===== src/design/sfpt_pkg.sv =====
// package for the flash parameter table rom: offsets, byte values, request/answer carriers
`default_nettype none
package sfpt_pkg;
   localparam int unsigned OFF_W = 8;                // byte offset width
   // parameter-table offsets
   localparam logic [7:0] OFF_DENSITY  = 8'h07;      // density msb
   localparam logic [7:0] OFF_Q144_CYC = 8'h08;      // 1-4-4 mode/dummy
   localparam logic [7:0] OFF_Q144_OP  = 8'h09;      // 1-4-4 opcode
   localparam logic [7:0] OFF_Q114_CYC = 8'h0a;      // 1-1-4 mode/dummy
   localparam logic [7:0] OFF_Q114_OP  = 8'h0b;      // 1-1-4 opcode
   localparam logic [7:0] OFF_D112_CYC = 8'h0c;      // 1-1-2 mode/dummy
   localparam logic [7:0] OFF_D112_OP  = 8'h0d;      // 1-1-2 opcode
   localparam logic [7:0] OFF_D122_CYC = 8'h0e;      // 1-2-2 mode/dummy
   localparam logic [7:0] OFF_D122_OP  = 8'h0f;      // 1-2-2 opcode
   localparam logic [7:0] OFF_SUPPORT  = 8'h10;      // support flags
   localparam logic [7:0] OFF_RSV_LO   = 8'h11;      // reserved run start
   localparam logic [7:0] OFF_RSV_HI   = 8'h15;      // reserved run end
   localparam logic [7:0] OFF_D222_CYC = 8'h16;      // 2-2-2 mode/dummy
   localparam logic [7:0] OFF_D222_OP  = 8'h17;      // 2-2-2 opcode
   localparam logic [7:0] OFF_RSV2_LO  = 8'h18;      // reserved pair start
   localparam logic [7:0] OFF_RSV2_HI  = 8'h19;      // reserved pair end
   localparam logic [7:0] OFF_FLCM_CYC = 8'h1a;      // four-lane mode/dummy
   localparam logic [7:0] OFF_FLCM_OP  = 8'h1b;      // four-lane opcode
   localparam logic [7:0] OFF_ERASE1_SZ = 8'h1c;     // erase type 1 size
   localparam logic [7:0] OFF_ERASE1_OP = 8'h1d;     // erase type 1 opcode
   localparam logic [7:0] ALT_SHIFT    = 8'h02;      // alternate query offset bias
   // field values
   localparam logic [2:0] MODE_Q144  = 3'h2;         // 010b
   localparam logic [4:0] DUMMY_DEF  = 5'h08;        // 01000b
   localparam logic [2:0] MODE_D122  = 3'h4;         // 100b
   localparam logic [2:0] MODE_NONE  = 3'h7;         // 111b
   localparam logic [4:0] DUMMY_NONE = 5'h1f;        // 11111b
   localparam logic [7:0] OP_Q144    = 8'heb;        // 1-4-4 read opcode
   localparam logic [7:0] OP_D122    = 8'hbb;        // 1-2-2 read opcode
   localparam logic [7:0] OP_NONE    = 8'hff;        // unsupported opcode
   localparam logic [7:0] BYTE_RSV   = 8'hff;        // reserved byte
   localparam logic [7:0] BYTE_SUPPORT = 8'hfe;      // flags byte
   localparam int unsigned SUP_FLCM_BIT = 4;         // four-lane mode supported
   localparam int unsigned SUP_D222_BIT = 0;         // 2-2-2 supported
   localparam logic [7:0] DENSITY_MSB = 8'h3f;       // 1 Gb zero-based msb
   localparam logic [7:0] ERASE1_SZ  = 8'h0c;        // 4 KB as power of two
   localparam logic [7:0] ERASE1_OP  = 8'h20;        // erase type 1 opcode
   localparam logic [7:0] OUT_OF_TABLE = 8'hff;      // bytes outside this slice

   // read request
   typedef struct packed {
      logic             valid;                       // request strobe
      logic             alt;                         // alternate query space
      logic [OFF_W-1:0] offset;                      // byte offset
   } sfpt_req_t;

   // read answer
   typedef struct packed {
      logic       valid;                             // answer strobe
      logic [7:0] data;                              // table byte
   } sfpt_rsp_t;
endpackage
`default_nettype wire


===== src/design/sfpt_rom.sv =====
// parameter table rom answering byte reads in one clock
// What this block does
// - offset 08h returns 48h, 1-4-4 cycles
// - offset 09h returns EBh, 1-4-4 opcode
// - offsets 0Ah, 0Bh return FFh, no 1-1-4
// - offsets 0Ch, 0Dh return FFh, no 1-1-2
// - offset 0Eh returns 88h, 1-2-2 cycles
// - offset 0Fh returns BBh, 1-2-2 opcode
// - offset 10h returns FEh support flags
// - reserved 11h-15h, 18h-19h read FFh
// - offsets 16h, 17h return FFh, no 2-2-2
// - offset 1Ah returns 48h, four-lane cycles
// - offset 1Bh returns EBh, four-lane opcode
// - offsets 1Ch, 1Dh return 0Ch and 20h
`timescale 1ns/1ps
`default_nettype none
module sfpt_rom
   import sfpt_pkg::*;
(
   input  wire logic      i_clk,          // serial-side clock, 50 MHz
   input  wire logic      i_nrst,         // async reset, active low
   input  wire sfpt_req_t i_req,          // read request, same clock domain
   output var sfpt_rsp_t  o_rsp           // registered answer
);

   // table lookup by parameter-table offset
   // anything outside 07h-1dh reads ones, the way an erased byte would, so a host
   // that strays past this slice sees a harmless value rather than a stale one
   function automatic logic [7:0] table_byte(input logic [7:0] off);
      logic [7:0] b;
      b = OUT_OF_TABLE;                                       // outside slice reads ones
      if (off == OFF_DENSITY) begin
         b = DENSITY_MSB;
      end else if (off == OFF_Q144_CYC) begin
         b = {MODE_Q144, DUMMY_DEF};
      end else if (off == OFF_Q144_OP) begin
         b = OP_Q144;
      end else if (off == OFF_Q114_CYC || off == OFF_D112_CYC || off == OFF_D222_CYC) begin
         b = {MODE_NONE, DUMMY_NONE};
      end else if (off == OFF_Q114_OP || off == OFF_D112_OP || off == OFF_D222_OP) begin
         b = OP_NONE;
      end else if (off == OFF_D122_CYC) begin
         b = {MODE_D122, DUMMY_DEF};
      end else if (off == OFF_D122_OP) begin
         b = OP_D122;
      end else if (off == OFF_SUPPORT) begin
         b = BYTE_SUPPORT;
      end else if ((off >= OFF_RSV_LO && off <= OFF_RSV_HI) ||
                   (off >= OFF_RSV2_LO && off <= OFF_RSV2_HI)) begin
         b = BYTE_RSV;
      end else if (off == OFF_FLCM_CYC) begin
         b = {MODE_Q144, DUMMY_DEF};
      end else if (off == OFF_FLCM_OP) begin
         b = OP_Q144;
      end else if (off == OFF_ERASE1_SZ) begin
         b = ERASE1_SZ;
      end else if (off == OFF_ERASE1_OP) begin
         b = ERASE1_OP;
      end
      return b;
   endfunction

   logic       rst_s1_q;      // reset sync stage 1
   logic       rst_s2_q;      // reset sync stage 2, design reset
   logic [7:0] poff;          // offset mapped to parameter space
   logic       alt_low;       // alternate offset below bias
   sfpt_rsp_t  rsp_q;         // answer flops behind o_rsp

   // reset release through two flops
   // entry is immediate; release waits two edges so no flop leaves reset on a ragged edge
   always_ff @(posedge i_clk or negedge i_nrst) begin
      if (!i_nrst) begin
         rst_s1_q <= 1'b0;
         rst_s2_q <= 1'b0;
      end else begin
         rst_s1_q <= 1'b1;
         rst_s2_q <= rst_s1_q;
      end
   end

   // alternate space sits two bytes higher; below the bias maps nowhere
   // the wrap below the bias is caught by alt_low rather than trusted to the subtraction
   assign alt_low = i_req.alt && (i_req.offset < ALT_SHIFT);
   assign poff    = i_req.alt ? (i_req.offset - ALT_SHIFT) : i_req.offset;

   // answer register: one cycle after request; data is left alone on idle cycles so
   // a slow host may sample it late, the strobe alone marks a fresh byte
   always_ff @(posedge i_clk or negedge rst_s2_q) begin
      if (!rst_s2_q) begin
         rsp_q <= '0;                                         // quiet until released
      end else begin
         rsp_q.valid <= i_req.valid;                          // one-cycle answer strobe
         if (i_req.valid) begin
            rsp_q.data <= alt_low ? OUT_OF_TABLE : table_byte(poff);
         end
      end
   end

   // port comes straight off the answer flops
   assign o_rsp = rsp_q;

   // reference view of the table as the alternate space sees it; kept apart from
   // table_byte on purpose, so a slip in the lookup cannot also slip into the check
   function automatic logic [7:0] alt_ref(input logic [7:0] a);
      logic [7:0] v;
      v = 8'hff;                                              // below 09h, gaps and 20h up
      if (a == 8'h09) begin
         v = 8'h3f;                                           // density msb
      end else if (a == 8'h0a || a == 8'h1c) begin
         v = 8'h48;                                           // 1-4-4 and four-lane cycles
      end else if (a == 8'h0b || a == 8'h1d) begin
         v = 8'heb;                                           // 1-4-4 and four-lane opcode
      end else if (a == 8'h10) begin
         v = 8'h88;                                           // 1-2-2 cycles
      end else if (a == 8'h11) begin
         v = 8'hbb;                                           // 1-2-2 opcode
      end else if (a == 8'h12) begin
         v = 8'hfe;                                           // support flags
      end else if (a == 8'h1e) begin
         v = 8'h0c;                                           // erase type 1 size
      end else if (a == 8'h1f) begin
         v = 8'h20;                                           // erase type 1 opcode
      end
      return v;
   endfunction

   // checks: each parameter-space byte against the value its rule gives, written out
   a_dens_byte: assert property (@(posedge i_clk) disable iff (!rst_s2_q)
      i_req.valid && !i_req.alt && i_req.offset == OFF_DENSITY |=> o_rsp.data == 8'h3f)
      else $error("density byte wrong");
   a_q144_cyc: assert property (@(posedge i_clk) disable iff (!rst_s2_q)
      i_req.valid && !i_req.alt && i_req.offset == OFF_Q144_CYC |=> o_rsp.data == 8'h48)
      else $error("1-4-4 cycles wrong");
   a_q144_op: assert property (@(posedge i_clk) disable iff (!rst_s2_q)
      i_req.valid && !i_req.alt && i_req.offset == OFF_Q144_OP |=> o_rsp.data == 8'heb)
      else $error("1-4-4 opcode wrong");

   // unsupported read types read all ones in every field
   a_q114_none: assert property (@(posedge i_clk) disable iff (!rst_s2_q)
      i_req.valid && !i_req.alt && (i_req.offset == 8'h0a || i_req.offset == 8'h0b)
      |=> o_rsp.data == 8'hff)
      else $error("1-1-4 not ones");
   a_d112_none: assert property (@(posedge i_clk) disable iff (!rst_s2_q)
      i_req.valid && !i_req.alt && (i_req.offset == 8'h0c || i_req.offset == 8'h0d)
      |=> o_rsp.data == 8'hff)
      else $error("1-1-2 not ones");

   // dual i/o entries
   a_d122_cyc: assert property (@(posedge i_clk) disable iff (!rst_s2_q)
      i_req.valid && !i_req.alt && i_req.offset == OFF_D122_CYC |=> o_rsp.data == 8'h88)
      else $error("1-2-2 cycles wrong");
   a_d122_op: assert property (@(posedge i_clk) disable iff (!rst_s2_q)
      i_req.valid && !i_req.alt && i_req.offset == OFF_D122_OP |=> o_rsp.data == 8'hbb)
      else $error("1-2-2 opcode wrong");

   // flag byte, reserved runs and the absent 2-2-2 mode
   a_support_flags: assert property (@(posedge i_clk) disable iff (!rst_s2_q)
      i_req.valid && !i_req.alt && i_req.offset == OFF_SUPPORT
      |=> o_rsp.data == 8'hfe && o_rsp.data[SUP_FLCM_BIT] && !o_rsp.data[SUP_D222_BIT])
      else $error("support flags wrong");
   a_rsv_ones: assert property (@(posedge i_clk) disable iff (!rst_s2_q)
      i_req.valid && !i_req.alt && ((i_req.offset >= 8'h11 && i_req.offset <= 8'h15) ||
      i_req.offset == 8'h18 || i_req.offset == 8'h19) |=> o_rsp.data == 8'hff)
      else $error("reserved byte not ones");
   a_d222_none: assert property (@(posedge i_clk) disable iff (!rst_s2_q)
      i_req.valid && !i_req.alt && (i_req.offset == 8'h16 || i_req.offset == 8'h17)
      |=> o_rsp.data == 8'hff)
      else $error("2-2-2 not ones");

   // four-lane command mode entries
   a_flcm_cyc: assert property (@(posedge i_clk) disable iff (!rst_s2_q)
      i_req.valid && !i_req.alt && i_req.offset == OFF_FLCM_CYC |=> o_rsp.data == 8'h48)
      else $error("four-lane cycles wrong");
   a_flcm_op: assert property (@(posedge i_clk) disable iff (!rst_s2_q)
      i_req.valid && !i_req.alt && i_req.offset == OFF_FLCM_OP |=> o_rsp.data == 8'heb)
      else $error("four-lane opcode wrong");

   // alternate space, every offset, against the separate reference above
   // the two lowest alternate offsets have no parameter byte behind them
   a_alt_match: assert property (@(posedge i_clk) disable iff (!rst_s2_q)
      i_req.valid && i_req.alt |=> o_rsp.data == alt_ref($past(i_req.offset)))
      else $error("alternate byte mismatch");
   a_alt_low: assert property (@(posedge i_clk) disable iff (!rst_s2_q)
      i_req.valid && i_req.alt && i_req.offset < 8'h02 |=> o_rsp.data == 8'hff)
      else $error("alternate low byte not ones");

   // first erase type, at the end of this slice, and everything outside it
   a_erase_one: assert property (@(posedge i_clk) disable iff (!rst_s2_q)
      i_req.valid && !i_req.alt && i_req.offset == OFF_ERASE1_SZ |=> o_rsp.data == 8'h0c)
      else $error("erase size wrong");
   a_erase_op: assert property (@(posedge i_clk) disable iff (!rst_s2_q)
      i_req.valid && !i_req.alt && i_req.offset == OFF_ERASE1_OP |=> o_rsp.data == 8'h20)
      else $error("erase opcode wrong");
   a_plain_outside: assert property (@(posedge i_clk) disable iff (!rst_s2_q)
      i_req.valid && !i_req.alt && (i_req.offset < 8'h07 || i_req.offset > 8'h1d) |=> o_rsp.data == 8'hff)
      else $error("byte outside table not ones");

   // answer timing: strobe one cycle late, data stands until the next read
   a_answer_once: assert property (@(posedge i_clk) disable iff (!rst_s2_q)
      o_rsp.valid == $past(i_req.valid))
      else $error("answer strobe not one cycle after request");
   a_idle_quiet: assert property (@(posedge i_clk) disable iff (!rst_s2_q)
      !i_req.valid |=> !o_rsp.valid)
      else $error("answer strobe without request");
   a_data_holds: assert property (@(posedge i_clk) disable iff (!rst_s2_q)
      !i_req.valid |=> $stable(o_rsp.data))
      else $error("answer data moved without request");
   a_reset_quiet: assert property (@(posedge i_clk)
      !rst_s2_q |-> o_rsp == '0)
      else $error("answer not quiet in reset");

   // scenarios the bench is expected to reach: plain and alternate reads,
   // reads every cycle, the low alternate corner and a byte held over idle cycles
   c_plain_read: cover property (@(posedge i_clk) disable iff (!rst_s2_q)
      i_req.valid && !i_req.alt ##1 o_rsp.valid);
   c_alt_read: cover property (@(posedge i_clk) disable iff (!rst_s2_q)
      i_req.valid && i_req.alt && i_req.offset == 8'h0a ##1 o_rsp.data == 8'h48);
   c_back_to_back: cover property (@(posedge i_clk) disable iff (!rst_s2_q)
      i_req.valid [*3]);
   c_alt_low: cover property (@(posedge i_clk) disable iff (!rst_s2_q)
      i_req.valid && i_req.alt && i_req.offset < 8'h02 ##1 o_rsp.data == 8'hff);
   c_idle_hold: cover property (@(posedge i_clk) disable iff (!rst_s2_q)
      i_req.valid ##1 !i_req.valid [*2]);
endmodule
`default_nettype wire


===== config.mk =====
export PLATFORM = sky130hd
export DESIGN_NAME = sfpt_rom
export DESIGN_NICKNAME = d
export VERILOG_FILES = /design/src/design/sfpt_pkg.sv /design/src/design/sfpt_rom.sv
export SDC_FILE = /design/constraint.sdc
export NUM_CORES = 1
export LEC_CHECK = 0
export ABC_AREA = 1
export BUFFER_PORTS_ARGS = -buffer_cell sky130_fd_sc_hd__buf_2
export CAP_MARGIN = 25
export CORE_AREA = 2 2 47 49
export CTS_CLUSTER_SIZE = 12
export DETAILED_ROUTE_END_ITERATION = 12
export DIE_AREA = 0 0 49 51
export PLACE_DENSITY_LB_ADDON = 0.15
export SYNTH_ARGS = -nofsm -noshare
export SYNTH_HDL_FRONTEND = slang
export SYNTH_SLANG_ARGS = --single-unit

===== constraint.sdc =====
create_clock -name i_clk -period 0.8 [get_ports i_clk]
set_input_delay 0.12 -clock i_clk [delete_from_list [all_inputs] [get_ports i_clk]]
set_output_delay 0.12 -clock i_clk [all_outputs]
set_load 0.1 [all_outputs]

# Yosys cells after proc, flatten, opt, wreduce, memory -nomap -nowiden
# Cells that the tools add are included.
[totals] reg_bits=11 input_bits=12 out_inout_bits=9 elab_cells=49
[op_classes] add_sub_neg=1 magnitude_cmp=5 eq_ne=16 mux=15 n_reduce_logical=8
[op_table] cell="$mux 8" count=15
[op_table] cell="$eq 8x4->1 const B" count=8
[op_table] cell="$eq 8x5->1 const B" count=7
[op_table] cell="$ge 8x5->1 const B" count=2
[op_table] cell="$le 8x5->1 const B" count=2
[op_table] cell="$eq 8x3->1 const B" count=1
[op_table] cell="$lt 8x2->1 const B" count=1
[op_table] cell="$sub 8x2->8 const B" count=1
[op_table] cell="$logic_or 1x1->1" count=5
[op_table] cell="$logic_and 1x1->1" count=3

# Logic depth before layout (Yosys ltp)
[logic_depth] ltp_word=17 depth_mapped=14 ltp_nobuf=14

# Worst setup path after synthesis
# Ideal clock, no wire load.
[synth_path] path_kind="input port to flip-flop" start="input i_req[1] (netlist bit)" end="register rsp_q (netlist bit o_rsp[2])" t_arrival_ps=1266 required_ps=723 slack_ps=-542 path_stages=11 path_buffers=0 cell_sequence="inv_1 ha_1 inv_1 nand2_1 nand2_1 inv_1 nand2_1 nor2_2 o31ai_2 nand3_1 o21ai_1"
[synth_via] elab_chain_len=17
[synth_lines] element="start, declared" line="sfpt_rom.sv:22" rtl="input wire sfpt_req_t i_req,"
[synth_lines] element="$sub 8x2->8" line="sfpt_rom.sv:84" rtl="assign poff = i_req.alt ? (i_req.offset - ALT_SHIFT) : i_req.offset;"
[synth_lines] element="$mux 8" line="sfpt_rom.sv:84"
[synth_lines] element="$eq 8x5->1" line="sfpt_rom.sv:57" rtl="end else if (off == OFF_ERASE1_OP) begin"
[synth_lines] element="$mux 8" line="sfpt_rom.sv:57"
[synth_lines] element="$mux 8" line="sfpt_rom.sv:55" rtl="end else if (off == OFF_ERASE1_SZ) begin"
[synth_lines] element="$mux 8" line="sfpt_rom.sv:53" rtl="end else if (off == OFF_FLCM_OP) begin"
[synth_lines] element="$mux 8" line="sfpt_rom.sv:51" rtl="end else if (off == OFF_FLCM_CYC) begin"
[synth_lines] element="$mux 8" line="sfpt_rom.sv:48" rtl="end else if ((off >= OFF_RSV_LO && off <= OFF_RSV_HI) ||"
[synth_lines] element="$mux 8" line="sfpt_rom.sv:46" rtl="end else if (off == OFF_SUPPORT) begin"
[synth_lines] element="$mux 8" line="sfpt_rom.sv:44" rtl="end else if (off == OFF_D122_OP) begin"
[synth_lines] element="$mux 8" line="sfpt_rom.sv:42" rtl="end else if (off == OFF_D122_CYC) begin"
[synth_lines] element="$mux 8" line="sfpt_rom.sv:40" rtl="end else if (off == OFF_Q114_OP || off == OFF_D112_OP || off == OFF_D222_OP) begin"
[synth_lines] element="$mux 8" line="sfpt_rom.sv:38" rtl="end else if (off == OFF_Q114_CYC || off == OFF_D112_CYC || off == OFF_D222_CYC) begin"
[synth_lines] element="$mux 8" line="sfpt_rom.sv:36" rtl="end else if (off == OFF_Q144_OP) begin"
[synth_lines] element="$mux 8" line="sfpt_rom.sv:34" rtl="end else if (off == OFF_Q144_CYC) begin"
[synth_lines] element="$mux 8" line="sfpt_rom.sv:32" rtl="if (off == OFF_DENSITY) begin"
[synth_lines] element="$mux 8 *" line="sfpt_rom.sv:94" rtl="rsp_q.data <= alt_low ? OUT_OF_TABLE : table_byte(poff);"
[synth_lines] element="end, declared" line="sfpt_rom.sv:67" rtl="sfpt_rsp_t rsp_q;"
# Mark *: on every way between the ends. The rest lies on a longest branch, timed or not.
# A chain may end at the register's enable or synchronous reset.

# Final worst setup path
[layout_path] start="input i_req[2] (netlist bit)" end="register rsp_q (netlist bit o_rsp[0])"
# Same word-level chain as after synthesis.

==> results.py <==
metrics = {
    "placement": {
        "portBuffers": 20,
        "gp_congestion": 0.883,
        "place_inst": 176,
        "post-place-ws_ns": -0.781,
        "hpwl_um": 1640,
    },
    "run_status": {
        "status": "finished with violations",
        "violations": "setup timing",
    },
    "grt": {
        "grt_pass1_vias": 922,
        "grt_pass1_wl_um": 3680,
        "grt_antenna_before_repair": 0,
        "grt_usage": 0.190,
        "grt_max_degree": 13,
        "grt_overflow": 0,
    },
    "critical_path": {
        "worstSetupPathType": "in2reg",
        "reg2reg_from": "o_rsp[6]",
        "cp-endpoint": "o_rsp[0]",
        "crit_arrival_ns": 1.38,
        "r2r_cells": 3,
        "critical_path.max_fanout": 4,
        "cp-start-kind": "input pin",
        "r2r-end": "o_rsp[6]",
        "cp.required_ns": 0.95,
        "cp-end-kind": "flip-flop",
        "rrSetupSlack_ns": 0,
        "critPathLaunch": "i_req[2]",
    },
    "layout": {
        "n_antenna_cell": 0,
        "final_cells": 186,
        "drive_above_1_share": 0.570,
        "nNetsFinal": 172,
        "area_growth_pct": 76.3,
    },
    "yosys": {
        "seq_area_frac_synth": 0.343,
        "yosys_register_bits": 11,
        "yosys_warnings": 0,
        "synth_top_cell_area_share": 0.343,
        "synth_area_leaders": "dfrtp_1, nand2_1, nand3_1",
        "synth_most_common_cell": "nand2_1",
        "postSynthAreaPerCell_um2": 6.80,
        "postSynthCellCount": 118,
        "netlist_area_um2": 802,
        "yosys.area.top_type": "dfrtp_1",
        "synth_cell_types": 21,
        "ys.flop_type": "dfrtp_1",
        "async_flop_share": 1.00,
        "synth.net_count": 131,
        "synth_edf_count": 0,
        "synth.cells.most_frequent": "nand2_1, inv_1, nand3_1",
    },
    "sta": {
        "period_share": 1.53,
        "holdWs_ns": 0.102,
        "fin_crit_ns": 1.22,
        "hold_viol": 0,
        "setup_viol": 17,
        "fin_ws_ns": -0.423,
        "slew_viol_final": 0,
        "rsz0062_at_grt": "yes",
        "finClkSkew_ns": 0.00311,
        "fmaxAchievable_ghz": 0.818,
    },
    "detailed_routing": {
        "initialDrtViolationCount": 9,
        "dr.pass1.iters": 4,
        "avgRoutedWirePerCell_um": 11.2,
        "viasPerCell": 4.88,
        "detail-route-antenna-nets": 0,
        "wirelength_um": 2090,
        "route.detailed.drc": 0,
        "dr_total_vias": 907,
    },
    "floorplanning": {
        "core_mm2": 0.00206,
        "io_pins": 21,
        "die_area_mm2": 0.00250,
        "num_rows": 17,
        "die_w_um": 49,
        "fp.dieH_um": 51,
        "initial_utilization": 0.389,
    },
    "power": {
        "power_leakage_nw": 0.702,
        "powerDensity_mw_per_mm2": 1260,
        "ir_drop_mv": 0.713,
    },
    "cts": {
        "path_clk_slew_ns": 0.07,
        "cts.sinks": 11,
        "cts.path.max_buffers": 2,
        "h-tree-depth": 1,
        "cts_buffers": 3,
        "root_buffer": "clkbuf_4",
        "cts_tree": "yes",
        "clk-insertion-delay-late_ns": 0.26,
    },
    "flow_run": {
        "maxCapViolations": 0,
    },
    "min_path": {
        "min-delay-start": "i_req[9]",
        "hp-class": "in2reg",
    },
}
[cells in the final DEF (no fill, tap or decap), types with 2 or more instances in the layout]
master	count
nand2_1	23
buf_2	8
o21ai_1	6
buf_4	16
nand4_1	3
dfrtp_1	3
o21ai_2	2
nor2_4	6
nand3_1	10
nand2_4	6
clkbuf_4	4
nand2_2	10
dfrtp_2	8
inv_1	8
buf_12	10
nor2_2	4
nor2_1	7
nor3_1	2
inv_2	5
nand3_2	2
[flip-flops by register name, summed over array words and instances (netlist names)]
signal and flops:
o_rsp 9, rst_s1_q 1, rst_s2_q 1
[stage by stage]
| step | cell area (um2) | util | TNS (ns) | power [mW] |
|---|---|---|---|---|
| after CTS | 1330 | 0.645 | -4.64 | 1.77 |
| after global routing | 1410 | 0.685 | -5.41 | 1.88 |
| after global placement | 1240 | 0.600 | -5.61 | 1.34 |
| after detailed placement | 1240 | 0.600 | -5.96 | 1.36 |
| after floorplan | 888 | - | -3.40 | 1.07 |
| final | 1410 | 0.685 | -4.56 | 1.78 |
[routing by layer]
layer	share of wire	vias to the layer above	routed length, um	GRT usage
li1	-	458	-	-
met4	0.017	0	35	0.119
met2	0.56	23	1170	0.363
met1	0.39	422	824	0.201
met3	0.032	4	67	0.0175
met5	0	-	0	0
[worst min-delay path by stage]
stage | cells after the start | slack [ns] | to
6_report | 2 | 0.10 | o_rsp[8]
5_1_grt | 2 | 0.11 | o_rsp[8]
4_1_cts | 2 | 0.1 | o_rsp[8]
3_5_place_dp | 1 | -0.09 | rst_s2_q
3_3_place_gp | 1 | -0.1 | rst_s2_q
2_1_floorplan | 0 | -0.18 | rst_s1_q
[final cells by class]
class,count,area [um2]
repair buffers,37,393
flip-flops and latches,11,285
multi-input cells,90,592
well taps,28,35.0
fillers,170,649
inverters,16,82.6
clock buffers,4,26.3
[timing repair]
action | 4_1_cts | 5_1_grt
pin swaps | 12 | 18
gates resized for setup | 13 | 18
endpoints found under the hold margin | 2 | 0
setup buffers | 2 | 3
hold buffers | 1 | 0
endpoints found under the setup margin | 17 | 17
[kinds of logic (layout without fill, tap and decap cells)]
| kind of cell | Yosys count | in the layout | share of synthesized area |
|---|---|---|---|
| adder cells (fa/ha/maj) | 1 | 1 | 0.0156 |
| buffers and inverters | 17 | 57 | 0.0796 |
| AO/OA/AOI/OAI | 12 | 12 | 0.0983 |
| AND/OR/NAND/NOR | 76 | 76 | 0.459 |
| flip-flops | 11 | 11 | 0.343 |
| other | 1 | 1 | 0.00468 |
[critical path: stages]
cell,delay (ns)
buf_12,0.10
inv_12,0.03
ha_4,0.25
inv_2,0.03
nand2_2,0.07
nand2_4,0.07
inv_2,0.09
nand2_4,0.07
nor2_4,0.17
nand3_1,0.12
nand3_1,0.10
nor2_1,0.04
nand3_1,0.06
nand2_1,0.05
[power breakdown]
group	internal, mW	total, mW	switching, mW	leakage, nW
clock network	0.192	0.360	0.168	0.0150
registers	0.596	0.636	0.0400	0.113
logic	0.306	0.788	0.482	0.574
total	1.09	1.78	0.690	0.702
(Power assumes the default switching activity.)
